File: config.mk
export PLATFORM = sky130hd
export DESIGN_NAME = fwseq_top
export DESIGN_NICKNAME = d
export VERILOG_FILES = /design/src/rtl/fwseq_timer.v /design/src/rtl/fwseq_top.v
export VERILOG_INCLUDE_DIRS = /design/src /design/src/rtl
export SDC_FILE = /design/constraint.sdc
export NUM_CORES = 1
export LEC_CHECK = 0
export ABC_CLOCK_PERIOD_IN_PS = 2300
export BUFFER_PORTS_ARGS = -buffer_cell sky130_fd_sc_hd__buf_2
export CAP_MARGIN = 40
export CORE_ASPECT_RATIO = 1.25
export CORE_UTILIZATION = 40
export DETAILED_ROUTE_END_ITERATION = 16
export PLACE_DENSITY = 0.7
export REMOVE_ABC_BUFFERS = 1
export SKIP_LAST_GASP = 1
export SYNTH_ARGS = -nofsm -noshare
export SYNTH_HDL_FRONTEND = slang
export SYNTH_SLANG_ARGS = --single-unit
File: constraint.sdc
create_clock -name clk -period 2.3 [get_ports clk]
set_input_delay 0.23 -clock clk [delete_from_list [all_inputs] [get_ports clk]]
set_output_delay 0.23 -clock clk [all_outputs]
set_load 0.1 [all_outputs]
File: src/rtl/fwseq_regs.vh
// Constants for the flash write operation sequencer: register offsets,
// control field positions, reset values and operation timing.
// Assumes a 16-bit register port with word offsets on a 4-bit address.
`ifndef FWSEQ_REGS_VH
`define FWSEQ_REGS_VH

// Register offsets
`define FWS_OFF_CTRL0H    4'h1
`define FWS_OFF_SMASK_L   4'h2
`define FWS_OFF_SMASK_H   4'h3
`define FWS_OFF_ADDR_L    4'h4
`define FWS_OFF_ADDR_H    4'h5
`define FWS_OFF_D0_L      4'h6
`define FWS_OFF_D0_H      4'h7
`define FWS_OFF_D1_L      4'h8
`define FWS_OFF_D1_H      4'h9
`define FWS_OFF_ERROR     4'hA
`define FWS_OFF_STATUS    4'hB

// Control zero high fields
`define FWS_B_START       15
`define FWS_B_SUSPEND_REQUEST        14
`define FWS_B_WPG         13
`define FWS_B_DOUBLE_WORD_PROGRAM_SELECT        12
`define FWS_B_SER         11
`define FWS_B_SPR         8
`define FWS_B_MOD         7
`define FWS_B_RESUME_ERROR_FLAG       0

// Operation codes, one-hot: word, double word, erase, protection
`define FWS_OP_WORD       4'h8
`define FWS_OP_DWORD      4'h4
`define FWS_OP_ERASE      4'h2
`define FWS_OP_PROT       4'h1

// Protection register addresses
`define FWS_PA_WPROT      32'h000E_DFB4
`define FWS_PA_ACCESS     32'h000E_DFB8
`define FWS_PA_DISABLE    32'h000E_DFBC

// Reset values
`define FWS_RST_WORD      16'h0000
`define FWS_RST_NV        16'hFFFF

// Timing
`define FWS_CLK_MHZ       200
`define FWS_PROG_TIME_NS  10000
`define FWS_ERASE_TIME_NS 100000
`define FWS_PROG_CYCLES   ((`FWS_PROG_TIME_NS * `FWS_CLK_MHZ) / 1000)
`define FWS_ERASE_CYCLES  ((`FWS_ERASE_TIME_NS * `FWS_CLK_MHZ) / 1000)

`endif

File: src/rtl/fwseq_timer.v
// Operation duration counter for the flash write sequencer.
// Assumes the caller holds run low while an operation is paused.
`timescale 1ns/100ps
module fwseq_timer #(
   parameter TW = 16
) (
   clk,
   rst,
   load,
   load_val,
   run,
   left_r,
   done_r
);
   input  wire          clk;
   input  wire          rst;
   input  wire          load;
   input  wire [TW-1:0] load_val;
   input  wire          run;
   output reg  [TW-1:0] left_r;
   output reg           done_r;

   ////////////////////////////////////////////////////////////////////////
   // Load wins over counting so a stale count never fires a done
   always @(posedge clk) begin
      if (rst) begin
         left_r <= {TW{1'b0}};
         done_r <= 1'b0;
      end else begin
         done_r <= 1'b0;
         if (load) begin
            left_r <= load_val;
         end else if (run && (left_r != {TW{1'b0}})) begin
            left_r <= left_r - {{(TW-1){1'b0}}, 1'b1};
            done_r <= (left_r == {{(TW-1){1'b0}}, 1'b1});
         end
      end
   end
endmodule

File: src/rtl/fwseq_top.v
// Flash write operation sequencer: control, operand and protection
// registers, operation launch, suspend, resume and erase-suspend program.
// Assumes a same-clock register master and a flash array that follows
// the op, address and data outputs while flash_run_r is high.
`timescale 1ns/100ps
`include "fwseq_regs.vh"
module fwseq_top #(
   parameter PROG_CYCLES  = `FWS_PROG_CYCLES,
   parameter ERASE_CYCLES = `FWS_ERASE_CYCLES
) (
   clk,
   rst,
   reg_addr,
   reg_wdata,
   reg_wr,
   reg_rd,
   reg_rdata_r,
   flash_run_r,
   flash_op_r,
   flash_module_r,
   flash_addr_r,
   flash_data_r,
   flash_sector_r,
   flash_done_r,
   flash_abort_r,
   write_protect_r,
   access_protect_r,
   debug_protect_r
);
   input  wire        clk;
   input  wire        rst;
   input  wire [3:0]  reg_addr;
   input  wire [15:0] reg_wdata;
   input  wire        reg_wr;
   input  wire        reg_rd;
   output reg  [15:0] reg_rdata_r;
   output reg         flash_run_r;
   output reg  [3:0]  flash_op_r;
   output reg         flash_module_r;
   output reg  [31:0] flash_addr_r;
   output reg  [63:0] flash_data_r;
   output reg  [31:0] flash_sector_r;
   output reg         flash_done_r;
   output reg         flash_abort_r;
   output reg  [15:0] write_protect_r;
   output reg         access_protect_r;
   output reg         debug_protect_r;

   // Sequencer states
   localparam [4:0] S_IDLE  = 5'h01;
   localparam [4:0] S_RUN   = 5'h02;
   localparam [4:0] S_ESUSP = 5'h04;
   localparam [4:0] S_PSUSP = 5'h08;
   localparam [4:0] S_NEST  = 5'h10;
   localparam       TW      = 16;

   reg  [4:0]    state_r;
   reg           start_r;
   reg           suspend_request_r;
   reg  [3:0]    sel_r;
   reg           mod_r;
   reg  [3:0]    op_r;
   reg  [3:0]    orig_sel_r;
   reg           orig_mod_r;
   reg  [15:0]   smask_l_r;
   reg  [15:0]   smask_h_r;
   reg  [15:0]   addr_l_r;
   reg  [15:0]   addr_h_r;
   reg  [15:0]   d0_l_r;
   reg  [15:0]   d0_h_r;
   reg  [15:0]   d1_l_r;
   reg  [15:0]   d1_h_r;
   reg           resume_error_flag_r;
   reg  [TW-1:0] saved_r;
   reg           tmr_load_r;
   reg  [TW-1:0] tmr_val_r;
   reg  [15:0]   wprot_nv_r;
   reg           accp_nv_r;
   reg           dbgp_nv_r;
   reg  [15:0]   pds_r;
   reg  [15:0]   pen_r;
   reg           prot_dis_r;
   wire [TW-1:0] tmr_left;
   wire          tmr_done;
   wire [15:0]   pds_ok;
   wire [15:0]   pen_ok;
   wire [15:0]   dis_vec;
   wire [31:0]   prog_full  = PROG_CYCLES;
   wire [31:0]   erase_full = ERASE_CYCLES;
   wire [TW-1:0] prog_cnt   = prog_full[TW-1:0];
   wire [TW-1:0] erase_cnt  = erase_full[TW-1:0];

   // Decoded control write fields
   wire       wr_ctl  = reg_wr && (reg_addr == `FWS_OFF_CTRL0H);
   wire       w_start = reg_wdata[`FWS_B_START];
   wire       w_suspend_request  = reg_wdata[`FWS_B_SUSPEND_REQUEST];
   wire       w_mod   = reg_wdata[`FWS_B_MOD];
   wire [3:0] w_sel   = {reg_wdata[`FWS_B_WPG], reg_wdata[`FWS_B_DOUBLE_WORD_PROGRAM_SELECT],
                         reg_wdata[`FWS_B_SER], reg_wdata[`FWS_B_SPR]};
   wire       w_one   = (w_sel == `FWS_OP_WORD) || (w_sel == `FWS_OP_DWORD) ||
                        (w_sel == `FWS_OP_ERASE) || (w_sel == `FWS_OP_PROT);
   wire       w_prog  = (w_sel == `FWS_OP_WORD) || (w_sel == `FWS_OP_DWORD);
   wire       w_match = (w_sel == orig_sel_r) && (w_mod == orig_mod_r);
   // Operands may change only while nothing runs
   wire       opnd_ok = (state_r == S_IDLE) || (state_r == S_ESUSP);

   ////////////////////////////////////////////////////////////////////////
   // Operation duration counter
   fwseq_timer #(
      .TW       (TW)
   ) u_timer (
      .clk      (clk),
      .rst      (rst),
      .load     (tmr_load_r),
      .load_val (tmr_val_r),
      .run      (flash_run_r),
      .left_r   (tmr_left),
      .done_r   (tmr_done)
   );

   ////////////////////////////////////////////////////////////////////////
   // Which protection bits may be cleared, and whether protection is off
   genvar gi;
   generate
      for (gi = 0; gi < 16; gi = gi + 1) begin : g_prot
         if (gi == 0) begin : g_first
            assign pds_ok[gi] = ~accp_nv_r & ~dbgp_nv_r;
         end else begin : g_rest
            assign pds_ok[gi] = ~pen_r[gi-1];
         end
         assign pen_ok[gi]  = ~pds_r[gi];
         assign dis_vec[gi] = ~pds_r[gi] & pen_r[gi];
      end
   endgenerate

   ////////////////////////////////////////////////////////////////////////
   // Latch an operation onto the flash outputs and arm the timer
   task launch;
      input [3:0] sel;
      input       mdl;
      begin
         flash_op_r     <= sel;
         flash_module_r <= mdl;
         flash_run_r    <= 1'b1;
         start_r        <= 1'b1;
         op_r           <= sel;
         tmr_load_r     <= 1'b1;
         tmr_val_r      <= (sel == `FWS_OP_ERASE) ? erase_cnt : prog_cnt;
         // Double words always land on an even word
         flash_addr_r   <= {addr_h_r, addr_l_r[15:3],
                            addr_l_r[2] & (sel != `FWS_OP_DWORD), addr_l_r[1:0]};
         flash_data_r   <= {d1_h_r, d1_l_r, d0_h_r, d0_l_r};
      end
   endtask

   ////////////////////////////////////////////////////////////////////////
   // Sequencer, control and operand registers
   always @(posedge clk) begin
      if (rst) begin
         state_r        <= S_IDLE;
         start_r        <= 1'b0;
         suspend_request_r         <= 1'b0;
         sel_r          <= 4'h0;
         mod_r          <= 1'b0;
         op_r           <= 4'h0;
         orig_sel_r     <= 4'h0;
         orig_mod_r     <= 1'b0;
         smask_l_r      <= `FWS_RST_WORD;
         smask_h_r      <= `FWS_RST_WORD;
         addr_l_r       <= `FWS_RST_WORD;
         addr_h_r       <= `FWS_RST_WORD;
         d0_l_r         <= `FWS_RST_WORD;
         d0_h_r         <= `FWS_RST_WORD;
         d1_l_r         <= `FWS_RST_WORD;
         d1_h_r         <= `FWS_RST_WORD;
         resume_error_flag_r        <= 1'b0;
         saved_r        <= {TW{1'b0}};
         tmr_load_r     <= 1'b0;
         tmr_val_r      <= {TW{1'b0}};
         flash_run_r    <= 1'b0;
         flash_op_r     <= 4'h0;
         flash_module_r <= 1'b0;
         flash_addr_r   <= 32'h0000_0000;
         flash_data_r   <= 64'h0000_0000_0000_0000;
         flash_done_r   <= 1'b0;
         flash_abort_r  <= 1'b0;
         wprot_nv_r     <= `FWS_RST_NV;
         accp_nv_r      <= 1'b1;
         dbgp_nv_r      <= 1'b1;
         pds_r          <= `FWS_RST_NV;
         pen_r          <= `FWS_RST_NV;
      end else begin
         tmr_load_r    <= 1'b0;
         flash_done_r  <= 1'b0;
         flash_abort_r <= 1'b0;

         // Operand writes, blocked while an operation holds them
         if (reg_wr && opnd_ok) begin
            case (reg_addr)
               `FWS_OFF_ADDR_L: addr_l_r <= reg_wdata;
               `FWS_OFF_ADDR_H: addr_h_r <= reg_wdata;
               `FWS_OFF_D0_L:   d0_l_r   <= reg_wdata;
               `FWS_OFF_D0_H:   d0_h_r   <= reg_wdata;
               `FWS_OFF_D1_L:   d1_l_r   <= reg_wdata;
               `FWS_OFF_D1_H:   d1_h_r   <= reg_wdata;
               default: begin
               end
            endcase
         end
         // Masks belong to a pending erase, so only idle may touch them
         if (reg_wr && (state_r == S_IDLE)) begin
            if (reg_addr == `FWS_OFF_SMASK_L) begin
               smask_l_r <= reg_wdata;
            end
            if (reg_addr == `FWS_OFF_SMASK_H) begin
               smask_h_r <= reg_wdata;
            end
         end
         // Error flag: write one clears, a new abort in the same cycle wins
         if (reg_wr && (reg_addr == `FWS_OFF_ERROR) && reg_wdata[`FWS_B_RESUME_ERROR_FLAG]) begin
            resume_error_flag_r <= 1'b0;
         end

         case (state_r)
            S_IDLE: begin
               if (wr_ctl) begin
                  // Dropping a select bit simply cancels it here
                  sel_r  <= w_sel;
                  mod_r  <= w_mod;
                  suspend_request_r <= w_suspend_request;
                  if (w_start && w_one && !w_suspend_request) begin
                     orig_sel_r <= w_sel;
                     orig_mod_r <= w_mod;
                     state_r    <= S_RUN;
                     launch(w_sel, w_mod);
                  end
               end
            end
            S_RUN: begin
               if (tmr_done) begin
                  flash_run_r  <= 1'b0;
                  flash_done_r <= 1'b1;
                  start_r      <= 1'b0;
                  sel_r        <= 4'h0;
                  state_r      <= S_IDLE;
                  if (op_r == `FWS_OP_ERASE) begin
                     smask_l_r <= `FWS_RST_WORD;
                     smask_h_r <= `FWS_RST_WORD;
                  end
                  if ((op_r == `FWS_OP_PROT) && (flash_addr_r == `FWS_PA_WPROT)) begin
                     wprot_nv_r <= flash_data_r[15:0];
                  end
                  if ((op_r == `FWS_OP_PROT) && (flash_addr_r == `FWS_PA_ACCESS)) begin
                     accp_nv_r <= flash_data_r[0];
                     dbgp_nv_r <= flash_data_r[1];
                  end
                  if ((op_r == `FWS_OP_PROT) && (flash_addr_r == `FWS_PA_DISABLE)) begin
                     // Bits only ever clear, so sixteen pairs bound the cycles
                     pds_r <= pds_r & ~(~flash_data_r[15:0] & pds_ok);
                     pen_r <= pen_r & ~(~flash_data_r[31:16] & pen_ok);
                  end
               end else if (wr_ctl && w_suspend_request && (op_r != `FWS_OP_PROT)) begin
                  // Pause and keep the remaining time for the resume
                  flash_run_r <= 1'b0;
                  suspend_request_r      <= 1'b1;
                  saved_r     <= tmr_left;
                  state_r     <= (op_r == `FWS_OP_ERASE) ? S_ESUSP : S_PSUSP;
               end
            end
            S_ESUSP: begin
               if (wr_ctl) begin
                  sel_r  <= w_sel;
                  mod_r  <= w_mod;
                  suspend_request_r <= w_suspend_request;
                  if (w_start && w_match) begin
                     // Same setup as before: continue the original erase
                     suspend_request_r      <= 1'b0;
                     start_r     <= 1'b1;
                     flash_run_r <= 1'b1;
                     op_r        <= orig_sel_r;
                     flash_op_r  <= orig_sel_r;
                     tmr_load_r  <= 1'b1;
                     tmr_val_r   <= saved_r;
                     state_r     <= S_RUN;
                  end else if (w_start && w_prog && !w_suspend_request) begin
                     // Program another sector while the erase waits
                     state_r <= S_NEST;
                     launch(w_sel, w_mod);
                  end else if (w_start) begin
                     resume_error_flag_r       <= 1'b1;
                     flash_abort_r <= 1'b1;
                     start_r       <= 1'b0;
                     suspend_request_r        <= 1'b0;
                     sel_r         <= 4'h0;
                     state_r       <= S_IDLE;
                  end
               end
            end
            S_PSUSP: begin
               if (wr_ctl) begin
                  sel_r  <= w_sel;
                  mod_r  <= w_mod;
                  suspend_request_r <= w_suspend_request;
                  if (w_start && w_match) begin
                     suspend_request_r      <= 1'b0;
                     start_r     <= 1'b1;
                     flash_run_r <= 1'b1;
                     tmr_load_r  <= 1'b1;
                     tmr_val_r   <= saved_r;
                     state_r     <= S_RUN;
                  end else if (w_start) begin
                     resume_error_flag_r       <= 1'b1;
                     flash_abort_r <= 1'b1;
                     start_r       <= 1'b0;
                     suspend_request_r        <= 1'b0;
                     sel_r         <= 4'h0;
                     state_r       <= S_IDLE;
                  end
               end
            end
            S_NEST: begin
               // Control writes are ignored: this program cannot pause
               if (tmr_done) begin
                  flash_run_r  <= 1'b0;
                  flash_done_r <= 1'b1;
                  start_r      <= 1'b0;
                  sel_r        <= 4'h0;
                  op_r         <= orig_sel_r;
                  flash_op_r   <= orig_sel_r;
                  state_r      <= S_ESUSP;
               end
            end
            default: begin
               state_r <= S_IDLE;
            end
         endcase
      end
   end

   ////////////////////////////////////////////////////////////////////////
   // Protection outputs and sector masks toward the array
   always @(posedge clk) begin
      if (rst) begin
         prot_dis_r       <= 1'b0;
         write_protect_r  <= 16'h0000;
         access_protect_r <= 1'b0;
         debug_protect_r  <= 1'b0;
         flash_sector_r   <= 32'h0000_0000;
      end else begin
         prot_dis_r       <= |dis_vec;
         write_protect_r  <= ~wprot_nv_r;
         access_protect_r <= ~accp_nv_r & ~prot_dis_r;
         debug_protect_r  <= ~dbgp_nv_r & ~prot_dis_r;
         flash_sector_r   <= {smask_h_r, smask_l_r};
      end
   end

   ////////////////////////////////////////////////////////////////////////
   // Register read port, data one cycle after the strobe
   always @(posedge clk) begin
      if (rst) begin
         reg_rdata_r <= 16'h0000;
      end else if (reg_rd) begin
         case (reg_addr)
            `FWS_OFF_CTRL0H:  reg_rdata_r <= {start_r, suspend_request_r, sel_r[3:1], 2'b00,
                                              sel_r[0], mod_r, 7'h00};
            `FWS_OFF_SMASK_L: reg_rdata_r <= smask_l_r;
            `FWS_OFF_SMASK_H: reg_rdata_r <= smask_h_r;
            `FWS_OFF_ADDR_L:  reg_rdata_r <= addr_l_r;
            `FWS_OFF_ADDR_H:  reg_rdata_r <= addr_h_r;
            `FWS_OFF_D0_L:    reg_rdata_r <= d0_l_r;
            `FWS_OFF_D0_H:    reg_rdata_r <= d0_h_r;
            `FWS_OFF_D1_L:    reg_rdata_r <= d1_l_r;
            `FWS_OFF_D1_H:    reg_rdata_r <= d1_h_r;
            `FWS_OFF_ERROR:   reg_rdata_r <= {15'h0000, resume_error_flag_r};
            `FWS_OFF_STATUS:  reg_rdata_r <= {10'h000, prot_dis_r, ~accp_nv_r,
                                              state_r[4], state_r[3], state_r[2],
                                              ~state_r[0]};
            default:          reg_rdata_r <= 16'h0000;
         endcase
      end else begin
         reg_rdata_r <= 16'h0000;
      end
   end
endmodule

-- Word-level counts from Yosys, hierarchy flattened
Index checks and enable logic that the tools add are counted.
- bits in registers: 417
- input bits: 24
- add/sub/neg operators: 1
- eq/ne operators: 43
- mux-type cells: 121
- bitwise gates (word level): 68
- reduce and logical (&&, ||, !) cells: 56
- operators with widths (kind ; count):
    $mux W64 ; 5
    $mux W16 ; 19
    $pmux W16 S11 ; 1
    $mux W32 ; 5
    $pmux W64 S2 ; 1
    $eq A32 B20 Y1 const B ; 3
    $not A16 Y16 ; 5
    $and A16 B16 Y16 ; 4
    $pmux W32 S2 ; 1
    $mux W4 ; 15
    $mux W5 ; 11
    $mux W1 ; 51
    $pmux W16 S3 ; 1
    $not A1 Y1 ; 39
    $reduce_and A6 Y1 ; 5
    $pmux W5 S5 ; 1
    $and A1 B1 Y1 ; 20
    $eq A4 B3 Y1 const B ; 5
    $eq A4 B4 Y1 const B ; 5
    $logic_and A1 B1 Y1 ; 17
    $eq A16 B1 Y1 const B ; 1
    $eq A4 B2 Y1 const B ; 4
    $pmux W4 S4 ; 1
    $reduce_bool A16 Y1 ; 1
    other kinds (35) ; 68

-- Longest topological paths before layout
Gate-level depths: netlist of run 1.
- depth in word-level cells: 9
- mapped depth: 10

-- Cells and area by module
A second synthesis of run 1 with hierarchy kept.
- cell total of the unflattened synthesis: 1895
- area total of the unflattened synthesis: 16419.5 um^2
- by module, submodules not included (module ; times used ; cells each ; area an instance (um^2) ; seq. area each (um^2)):
    fwseq_top ; 1 ; 1764 ; 15348.5 ; 8007.7
    fwseq_timer ; 1 ; 131 ; 1071.0 ; 340.3

-- Worst setup path after synthesis of run 1
OpenSTA, ideal clock, no wires.
- path kind: register to register
- start point: register flash_addr_r[14]
- end point: register wprot_nv_r[10]
- setup time: 0.072 ns
- arrival time: 2.675 ns
- required time: 2.228 ns
- setup slack: -0.447 ns
- cell stages (with the launch flop): 7
- buffers on the path: 1
- clock period less this slack: 2.747 ns
- cell sequence: dfxtp_1 -> or4bb_1 -> nor4_1 -> nand4_1 -> nor2_4 -> buf_4 -> mux2i_1
- word-level cells in the longest chain between the ends: 3
- ends and longest elaborated chain (what ; RTL line ; text):
    start: declaration ; fwseq_top.v:40 ; output reg [31:0] flash_addr_r;
    start signal: assignment ; fwseq_top.v:183 ; flash_addr_r <= 32'h0000_0000;
    $eq A32 B20 Y1 (no source line) ; -- ;
    $logic_and A1 B1 Y1 ; fwseq_top.v:250 ; if ((op_r == `FWS_OP_PROT) && (flash_addr_r == `FWS_PA_WPROT)) begin
    $reduce_and A3 Y1 (no source line) ; -- ;
    end signal: assignment ; fwseq_top.v:187 ; wprot_nv_r <= `FWS_RST_NV;
    end signal: assignment ; fwseq_top.v:251 ; wprot_nv_r <= flash_data_r[15:0];
    end: declaration ; fwseq_top.v:77 ; reg [15:0] wprot_nv_r;
No other way between the ends.
A chain may end at the register's enable or synchronous reset.

-- Worst setup path in the final report of run 1
- start point: register state_r[1]
- end point: register flash_addr_r[25]
- word-level cells in the longest chain between the ends: 3
- ends and longest elaborated chain (what ; RTL line ; text):
    start: declaration ; fwseq_top.v:57 ; reg [4:0] state_r;
    start signal: assignment ; fwseq_top.v:267 ; state_r <= (op_r == `FWS_OP_ERASE) ? S_ESUSP : S_PSUSP;
    $eq A5 B3 Y1 / $eq A5 B1 Y1 (equally long branches) ; fwseq_top.v:224 ; case (state_r)
    $ne A2 B1 Y1 (no source line), or another cell as far along ; -- ;
    $reduce_and A6 Y1 (no source line) ; -- ;
Several ways; a longest one is shown, not always the timed one.

==> impl_results.md, run 1 <==
- Final hold violations: 0
- Vias per cell: 5.54
- Worst-case clock buffer depth: 3
- Worst VDD drop: 0.000604 V
- Vias in the first global route: 14545
- Clock sinks: 417
- Final setup fails: 0
- # Max-Cap Violations: 0
- Layout cells sized above 1: 21.2%
- Gr ovfl total: 0
- FP Rows: 84
- Skew-Pair Late Insertion Delay: 0.57 ns
- Routability congestion estimate: 0.941
- Synth-to-Final Area Change: 22.3%
- Kind of end point of the critical path: flip-flop
- Worst-margin pin slew: 0.637 ns
- Commonest non-fill, non-tap cell in the layout: dfxtp_1
- Slew HR: 57.5%
- Mean Syn Cell Area: 9.03 µm²
- Combinational share of power: 4.7%
- Final instance area: 21100 µm²
- Initial drt markers: 1455
- Switching pwr: 3580 µW
- Mux cell area share after synthesis: 14.1%
- Synth Area in Compound Gates: 11.4%
- Post-synth EDFFs: 0
- Worst Path Required: 2.75 ns
- Slowest CP cell: or4b_4
- Root Buffer: clkbuf_16
- Total power: 15300 µW
- Sequential Power Share: 47.8%
- Clk network pwr share: 47.6%
- Largest family of logic cells by synthesized area: simple AND/OR/NAND/NOR gates
- Share of flip-flops with an asynchronous set or reset: 0%
- Final WL: 54100 µm
- I/O Pins: 194
- DRT Pass-1 Iters: 6
- Final max-slew violation count: 0
- Simple-gate share of the synthesized area: 20.0%
- H-tree Lvls: 2
- Core area: 42400 µm²
- Initial Util: 40.8%
- Unrepaired setup endpoints after global routing: true
- Routed Antenna Nets: 0
- Nets: 2167
- Sw frac: 23.5%
- Crit-path cells: buf_4 > or4b_4 > a211oi_2 > and2_4 > a211oi_4 > buf_12 > buf_16 > mux2i_1
- Pleak: 0.00886 µW
- Area of placed instances: 19600 µm²
- Cell Area, Synth: 17300 µm²
- DRC viols: 0
- CTS tree: done
- Ys Warns: 0
- CP top delay family: simple AND/OR/NAND/NOR gates
- Clock Skews: 0.0276 ns
- Initial antenna violation count: 2
- Fmax: 0.445 GHz
- Pin count of the biggest net entering global routing: 60
- Internal power: 11700 µW
- Crit path kind: reg -> reg
- Worst-path maximum fanout: 19
- I/O Buffers: 193
- Register area share after synthesis: 48.3%
- PD cells: 722 nW/µm²
- Crit start category: flip-flop
- Post-layout minimum cycle time: 2.25 ns
- DPL Wire Length: 39200 µm
- Yosys cell types: 81
- First-pass GRT wire length: 82500 µm
- Wirelength per Cell: 19.8 µm
- Max incr delay on CP: 0.57 ns
- Cells after Synth: 1915
- Die Wd: 188 µm
- Commonest non-fill, non-tap cells in the layout: dfxtp_1 (417), nand2_1 (329), mux2i_1 (225)
- Period utilisation layout: 97.6%
- Synth Area in XOR/XNOR: 1.21%
- Ys flop type: dfxtp_1
- Outcome: complete, no violations
- Register bit total from synthesis: 417
- Setup tns final: 0 ns
- Total CTS buffers: 43
- CP arrival: 2.70 ns
- WP buf/inv: 3
- Overall Global Routing Usage: 23.8%
- Hold Path Class: in -> reg
- Fillers: 3864
- Final worst slack: 0.0545 ns
- Die footprint: 44100 µm²
- Clock-pin slew on the worst setup and hold paths: 0.07 ns
- DP Worst Slack: 0.0549 ns
- Synth Area in Adders: 0.434%
- Die Y: 234 µm
- Via count: 15139
[flip-flops by register name (all words and copies together) (netlist names), 5 cells and up]
signal           count
flash_sector_r      32
pen_r               16
wprot_nv_r          16
pds_r               16
tmr_val_r           16
d0_h_r              16
d1_l_r              16
u_timer.left_r      16
flash_addr_r        32
addr_h_r            16
saved_r             16
reg_rdata_r         16
d0_l_r              16
state_r              5
addr_l_r            16
smask_l_r           16
write_protect_r     16
flash_data_r        64
smask_h_r           16
d1_h_r              16
[per-layer routing]
metal | up-vias | global-route usage (%) | part of all wire [%]
met5 | - | 0 | 0
met4 | 0 | 10.7 | 4.3
met3 | 137 | 3.79 | 6.9
met2 | 620 | 42.8 | 50
met1 | 7305 | 27.7 | 39
li1 | 7077 | - | -
[synth_stat cells, drive strengths merged (4+ instances only)]
master  number  area [µm²]
a211o        4        35.0
a211oi      22         193
a21o         4        31.3
a21oi      108         541
a221oi       8        70.1
a222oi       8        80.1
a22o        20         175
a22oi       23         173
a31oi       19         119
a32oi        6        52.6
and2         9        57.6
and3         6        37.5
and4         5        43.8
buf         40         246
clkbuf     114         428
dfxtp      417        8350
ha           6        75.1
inv         32         120
mux2        16         180
mux2i      225        2250
nand2      330        1240
nand3       75         385
nand3b       6        45.0
nand4        8        50.1
nor2       200         758
nor2b       40         250
nor3        12        60.1
nor3b        6        50.1
nor4        12        90.1
nor4b        9         109
o211ai       4        30.0
o21a         4        30.0
o21ai       28         151
o22ai       11        81.3
o31ai        5        37.5
or3          4        25.0
or3b         4        35.0
or4b         7        73.8
xnor2       17         149
xor2         6        60.1
[worst register-to-register path: stages, from the launching register on]
cell,delay [ns]
dfxtp_1,0.34
buf_4,0.17
or4b_4,0.57
a211oi_2,0.27
and2_4,0.23
a211oi_4,0.07
buf_12,0.17
buf_16,0.17
mux2i_1,0.14
[layout make-up]
class                           instances  area [µm²]  share of cell area (%)
Sequential cell                       417        8350                    39.5
Multi-Input combinational cell       1312        8180                    38.7
Timing Repair Buffer                  331        2280                    10.8
Clock buffer                           59        1260                    5.94
Tap cell                              559         699                    3.31
Clock inverter                         19         228                    1.08
Inverter                               32         125                   0.592
Antenna cell                            4        10.0                  0.0474
[path summary, 6_finish.rpt]
kind                                     start             endpoint  slack, ns  cells past startpoint
worst max-delay path                state_r[1]     flash_addr_r[25]       0.05                      8
worst min-delay path             reg_wdata[10]           d1_h_r[10]       0.02                      3
worst max register to register      state_r[1]     flash_addr_r[25]       0.05                      8
worst min register to register  wprot_nv_r[13]  write_protect_r[13]       0.39                      1
[power groups by stage]
| stage | Sequential (µW) | Clock, µW | Combinational, µW |
|---|---|---|---|
| final | 7290 | 7260 | 711 |
| after global routing | 7290 | 7640 | 745 |
| after floorplan | 7470 | 0 | 256 |
| after CTS | 7290 | 7340 | 694 |
| after detailed placement | 7450 | 0 | 687 |
| after global placement | 7450 | 0 | 681 |
[repair_timing]
| item | 4_1_cts | 5_1_grt |
|---|---|---|
| hold buffers | 2 | 0 |
| buffers inserted | 0 | 2 |
| endpoints found under the hold margin | 14 | 0 |
| gates resized for setup | 0 | 10 |
| setup endpoints to repair | 0 | 69 |
[cell families (layout without fill, tap and decap cells)]
logic type / count (synthesis) / after routing
AOI/OAI and AO/OA: 293 / 293
xor gates and xnor gates: 23 / 23
DFF: 417 / 417
other: 0 / 4
and+or+nand+nor: 749 / 749
adders and majority gates: 6 / 6
buffers and inverters: 186 / 441
muxes: 241 / 241
[metrics by stage]
| stage | utilization, % | hold slack, ns | cells |
|---|---|---|---|
| 3_3_place_gp | 46.2 | 0.385 | 2647 |
| 4_1_cts | 49.7 | 0.00380 | 2727 |
| 2_1_floorplan | - | 0.299 | 1761 |
| 6_report | 49.9 | 0.0244 | 2733 |
| 3_5_place_dp | 46.2 | 0.386 | 2647 |
| 5_1_grt | 49.9 | 0.0353 | 2730 |
Note: power is estimated with default switching activity, not from simulation.
==> run 2: changes to the inputs <==
- ABC_AREA: not set -> 1
==> run 2 against run 1 <==
Compared with the run above: clock power down 5.0%; routed wire length fell by 4.0%; largest power group unchanged; global-route usage down 0.62 points; final area shrank 3.7%; flip-flop and latch count unchanged; critical endpoint is now flash_data_r[39].
==> impl_results.md, run 2 <==
- Outcome: complete, no violations (unchanged)
- CTS tree: done (unchanged)
- Largest area contributor in the netlist: dfxtp_1 (unchanged)
- Commonest cells post-synth: nand2_1 (525), nor2_1 (421), dfxtp_1 (417), inv_1 (293), a21oi_1 (167) (was dfxtp_1 (417), nand2_1 (330), mux2i_1 (225), nor2_1 (199), clkbuf_1 (114))
- Commonest non-fill, non-tap cell in the layout: nand2_1 (was dfxtp_1)
- Mux cell area share after synthesis: 0% (was 14.1%)
- Synth top area cells: dfxtp_1 (48%), nand2_1 (11%), nor2_1 (9.2%), inv_1 (6.4%), a21oi_1 (4.9%) (was dfxtp_1 (48%), mux2i_1 (13%), nand2_1 (7.2%), nor2_1 (4.3%), a21oi_1 (3.1%))
- Hold Path Class: in -> reg (unchanged)
- Register bit total from synthesis: 417 (unchanged)
- Area of placed instances: 18900 µm² (was 19600 µm²)
- Post-layout minimum cycle time: 2.15 ns (was 2.25 ns)
- Post-Route M1 WL: 20900 µm (about the same)
- Crit path kind: reg -> reg (unchanged)
- Slowest CP cell: dfxtp_1 (was or4b_4)
- DPL Wire Length: 36800 µm (was 39200 µm)
- Clock sinks: 417 (unchanged)
- Mean Syn Cell Area: 7.18 µm² (was 9.03 µm²)
- Synth Area in Compound Gates: 13.9% (was 11.4%)
- Routed Antenna Nets: 0 (unchanged)
- Worst-path maximum fanout: 11 (was 19)
- Final setup fails: 0 (unchanged)
- CP arrival: 2.59 ns (was 2.70 ns)
- I/O Buffers: 193 (unchanged)
- FP Rows: 84 (unchanged)
- Worst VDD drop: 0.000649 V (was 0.000604 V)
- Nets: 2616 (was 2167)
- Layout cells sized above 1: 14.1% (was 21.2%)
- Register area share after synthesis: 48.4% (was 48.3%)
- Top flop regs: flash_data_r: 64 flops, flash_addr_r: 32 flops, flash_sector_r: 32 flops (unchanged)
- Wirelength per Cell: 16.4 µm (was 19.8 µm)
- Routability congestion estimate: 0.894 (was 0.941)
- Initial Util: 40.8% (about the same)
- Fmax: 0.465 GHz (was 0.445 GHz)
- Die Wd: 188 µm (about the same)
- Pleak: 0.00973 µW (was 0.00886 µW)
- FF/Latch Area: 8350 µm² (unchanged)
- Hold path start: reg_wdata[13] (was reg_wdata[10])
- Kind of end point of the critical path: flip-flop (unchanged)
- Ys Warns: 0 (unchanged)
- I/O Pins: 194 (unchanged)
- Vias in the first global route: 15069 (was 14545)
- Share of flip-flops with an asynchronous set or reset: 0% (unchanged)
- Post-synth EDFFs: 0 (unchanged)
- Synth Area in XOR/XNOR: 0.508% (was 1.21%)
- Multi-input logic area: 7100 µm² (was 8180 µm²)
- Top-count cell post-synth: nand2_1 (was dfxtp_1)
- Cells after Synth: 2401 (was 1915)
- Max Used Layer: met5 (was met4)
- Hold slack final: 0.0335 ns (was 0.0244 ns)
- First-pass GRT wire length: 80700 µm (was 82500 µm)
- Max incr delay on CP: 0.35 ns (was 0.57 ns)
- Largest family of logic cells by synthesized area: simple AND/OR/NAND/NOR gates (unchanged)
- Skew-Pair Late Insertion Delay: 0.57 ns (about the same)
- Unrepaired setup endpoints after global routing: false (was true)
- Yosys top cell area share: 48.4% (was 48.3%)
- Crit path launch: state_r[0] (was state_r[1])
- Crit-path cells: nor2_2 > nand3_4 > nand2_1 > nand3_2 > nor2_4 > buf_4 > nand2_4 > nor2_1 > nor2_1 (was buf_4 > or4b_4 > a211oi_2 > and2_4 > a211oi_4 > buf_12 > buf_16 > mux2i_1)
- Final max-slew violation count: 0 (unchanged)
- Overall Global Routing Usage: 23.1% (was 23.8%)
- Final WL: 51900 µm (was 54100 µm)
- Via count: 16015 (was 15139)
- Clock-pin slew on the worst setup and hold paths: 0.07 ns (about the same)
- Crit start category: flip-flop (unchanged)
- DRC viols: 0 (unchanged)
- Vias per cell: 5.04 (was 5.54)
- Hold path cells: 3 (unchanged)
- Largest Register: flash_data_r (unchanged)
- Largest register FFs: 64 (unchanged)
- Root Buffer: clkbuf_16 (unchanged)
- Worst Reg-to-Reg Cells: 9 (was 8)
- Cell Area, Synth: 17200 µm² (was 17300 µm²)
- Pin count of the biggest net entering global routing: 121 (was 60)
- Period utilisation layout: 93.4% (was 97.6%)
- DRT Pass-1 Iters: 5 (was 6)
- Die footprint: 43900 µm² (was 44100 µm²)
- PD cells: 731 nW/µm² (was 722 nW/µm²)
- Die Y: 234 µm (about the same)
- Total CTS buffers: 42 (was 43)
- Final hold violations: 0 (unchanged)
- Yosys cell types: 46 (was 81)
- Gr ovfl total: 0 (unchanged)
- Worst-margin pin slew: 0.734 ns (was 0.637 ns)
- Final instance area: 20400 µm² (was 21100 µm²)
- Worst Path Required: 2.74 ns (was 2.75 ns)
- Synth-to-Final Area Change: 18.1% (was 22.3%)
- Commonest non-fill, non-tap cells in the layout: nand2_1 (524), nor2_1 (421), dfxtp_1 (417) (was dfxtp_1 (417), nand2_1 (329), mux2i_1 (225))
- Simple-gate share of the synthesized area: 26.0% (was 20.0%)
- Initial drt markers: 1221 (was 1455)
- Most used cell, CP: nor2_1
- # Max-Cap Violations: 0 (unchanged)
- H-tree Lvls: 2 (unchanged)
- Initial antenna violation count: 2 (unchanged)
- Fillers: 4233 (was 3864)
- Synth Area in Adders: 0.436% (was 0.434%)
- DR WL met2: 25600 µm (was 27100 µm)
- Ys flop type: dfxtp_1 (unchanged)
- Core area: 42300 µm² (was 42400 µm²)
- Slew HR: 51.0% (was 57.5%)
- Reg-to-Reg Start: state_r[0] (was state_r[1])
- Worst-case clock buffer depth: 3 (unchanged)
- Metal3 WL: 3530 µm (was 3750 µm)
- Clock Skews: 0.0240 ns (was 0.0276 ns)
-- run 2: cell count changes after synthesis, sizes merged, moves of 24 or more --
cell,change
o22ai,+24
mux2i,-225
nor2,+230
nor2b,-39
a21oi,+59
nand2,+201
clkbuf,-41
inv,+271
o21ai,+98
nand3,+43
-- run 2: per-layer routing --
metal / track usage [%] / up-vias
met1: 27.5 / 7371
met2: 40.8 / 545
met4: 10.0 / 2
met5: 0 / -
met3: 4.21 / 123
li1: - / 7974
-- run 2: kinds of logic after synthesis --
kind of cell / count (synthesis)
adder cells (fa/ha/maj): 6
XOR/XNOR: 10
buffers and inverters: 437
AO/OA/AOI/OAI: 422
flip-flops: 417
AND/OR/NAND/NOR: 1109
-- run 2: area by class of cell --
type	count	share of cell area, %
clock inverters	11	0.682
inverters	310	5.75
flip-flops and latches	417	41.0
diodes	3	0.0369
well taps	559	3.44
clock buffers	61	6.11
multi-input cells	1549	34.9
repair buffers	266	8.10
-- run 2: final timing paths --
kind | endpoint | slack, ns
setup / recovery | flash_data_r[39] | 0.15
hold / removal | smask_h_r[13] | 0.03
setup reg to reg | flash_data_r[39] | 0.15
hold reg to reg | write_protect_r[7] | 0.41
-- run 2: repair_timing --
item | 4_1_cts | 5_1_grt
resized for setup | 0 | 1
endpoints found under the setup margin | 0 | 14
endpoints found under the hold margin | 6 | 0
setup buffers | 0 | 2
hold buffers | 3 | 0
-- run 2: power by group --
group | leakage (µW) | total [µW] | switching [µW] | internal, µW
clock network | 0.000678 | 6900 | 2820 | 4080
registers | 0.00336 | 7330 | 41.3 | 7290
logic | 0.00569 | 662 | 509 | 154
total | 0.00973 | 14900 | 3370 | 11500
-- run 2: stage by stage --
stage / setup TNS, ns / power, µW / worst slack, ns / utilization [%] / std cells
final: 0 / 14900 / 0.151 / 48.2 / 3176
after global routing: 0 / 15400 / 0.00936 / 48.2 / 3173
after CTS: 0 / 15000 / 0.183 / 48.1 / 3169
after detailed placement: 0 / 8130 / 0.0826 / 44.7 / 3094
after global placement: 0 / 8130 / 0.169 / 44.7 / 3094
after floorplan: -649.97 / 7840 / -3.70 / - / 2274
-- run 2: critical path: cells and delay by family, from the launching register on --
| family | cells | cell delay, ns |
|---|---|---|
| AND/OR/NAND/NOR | 8 | 1.46 |
| flip-flops | 1 | 0.35 |
| buffers and inverters | 1 | 0.19 |
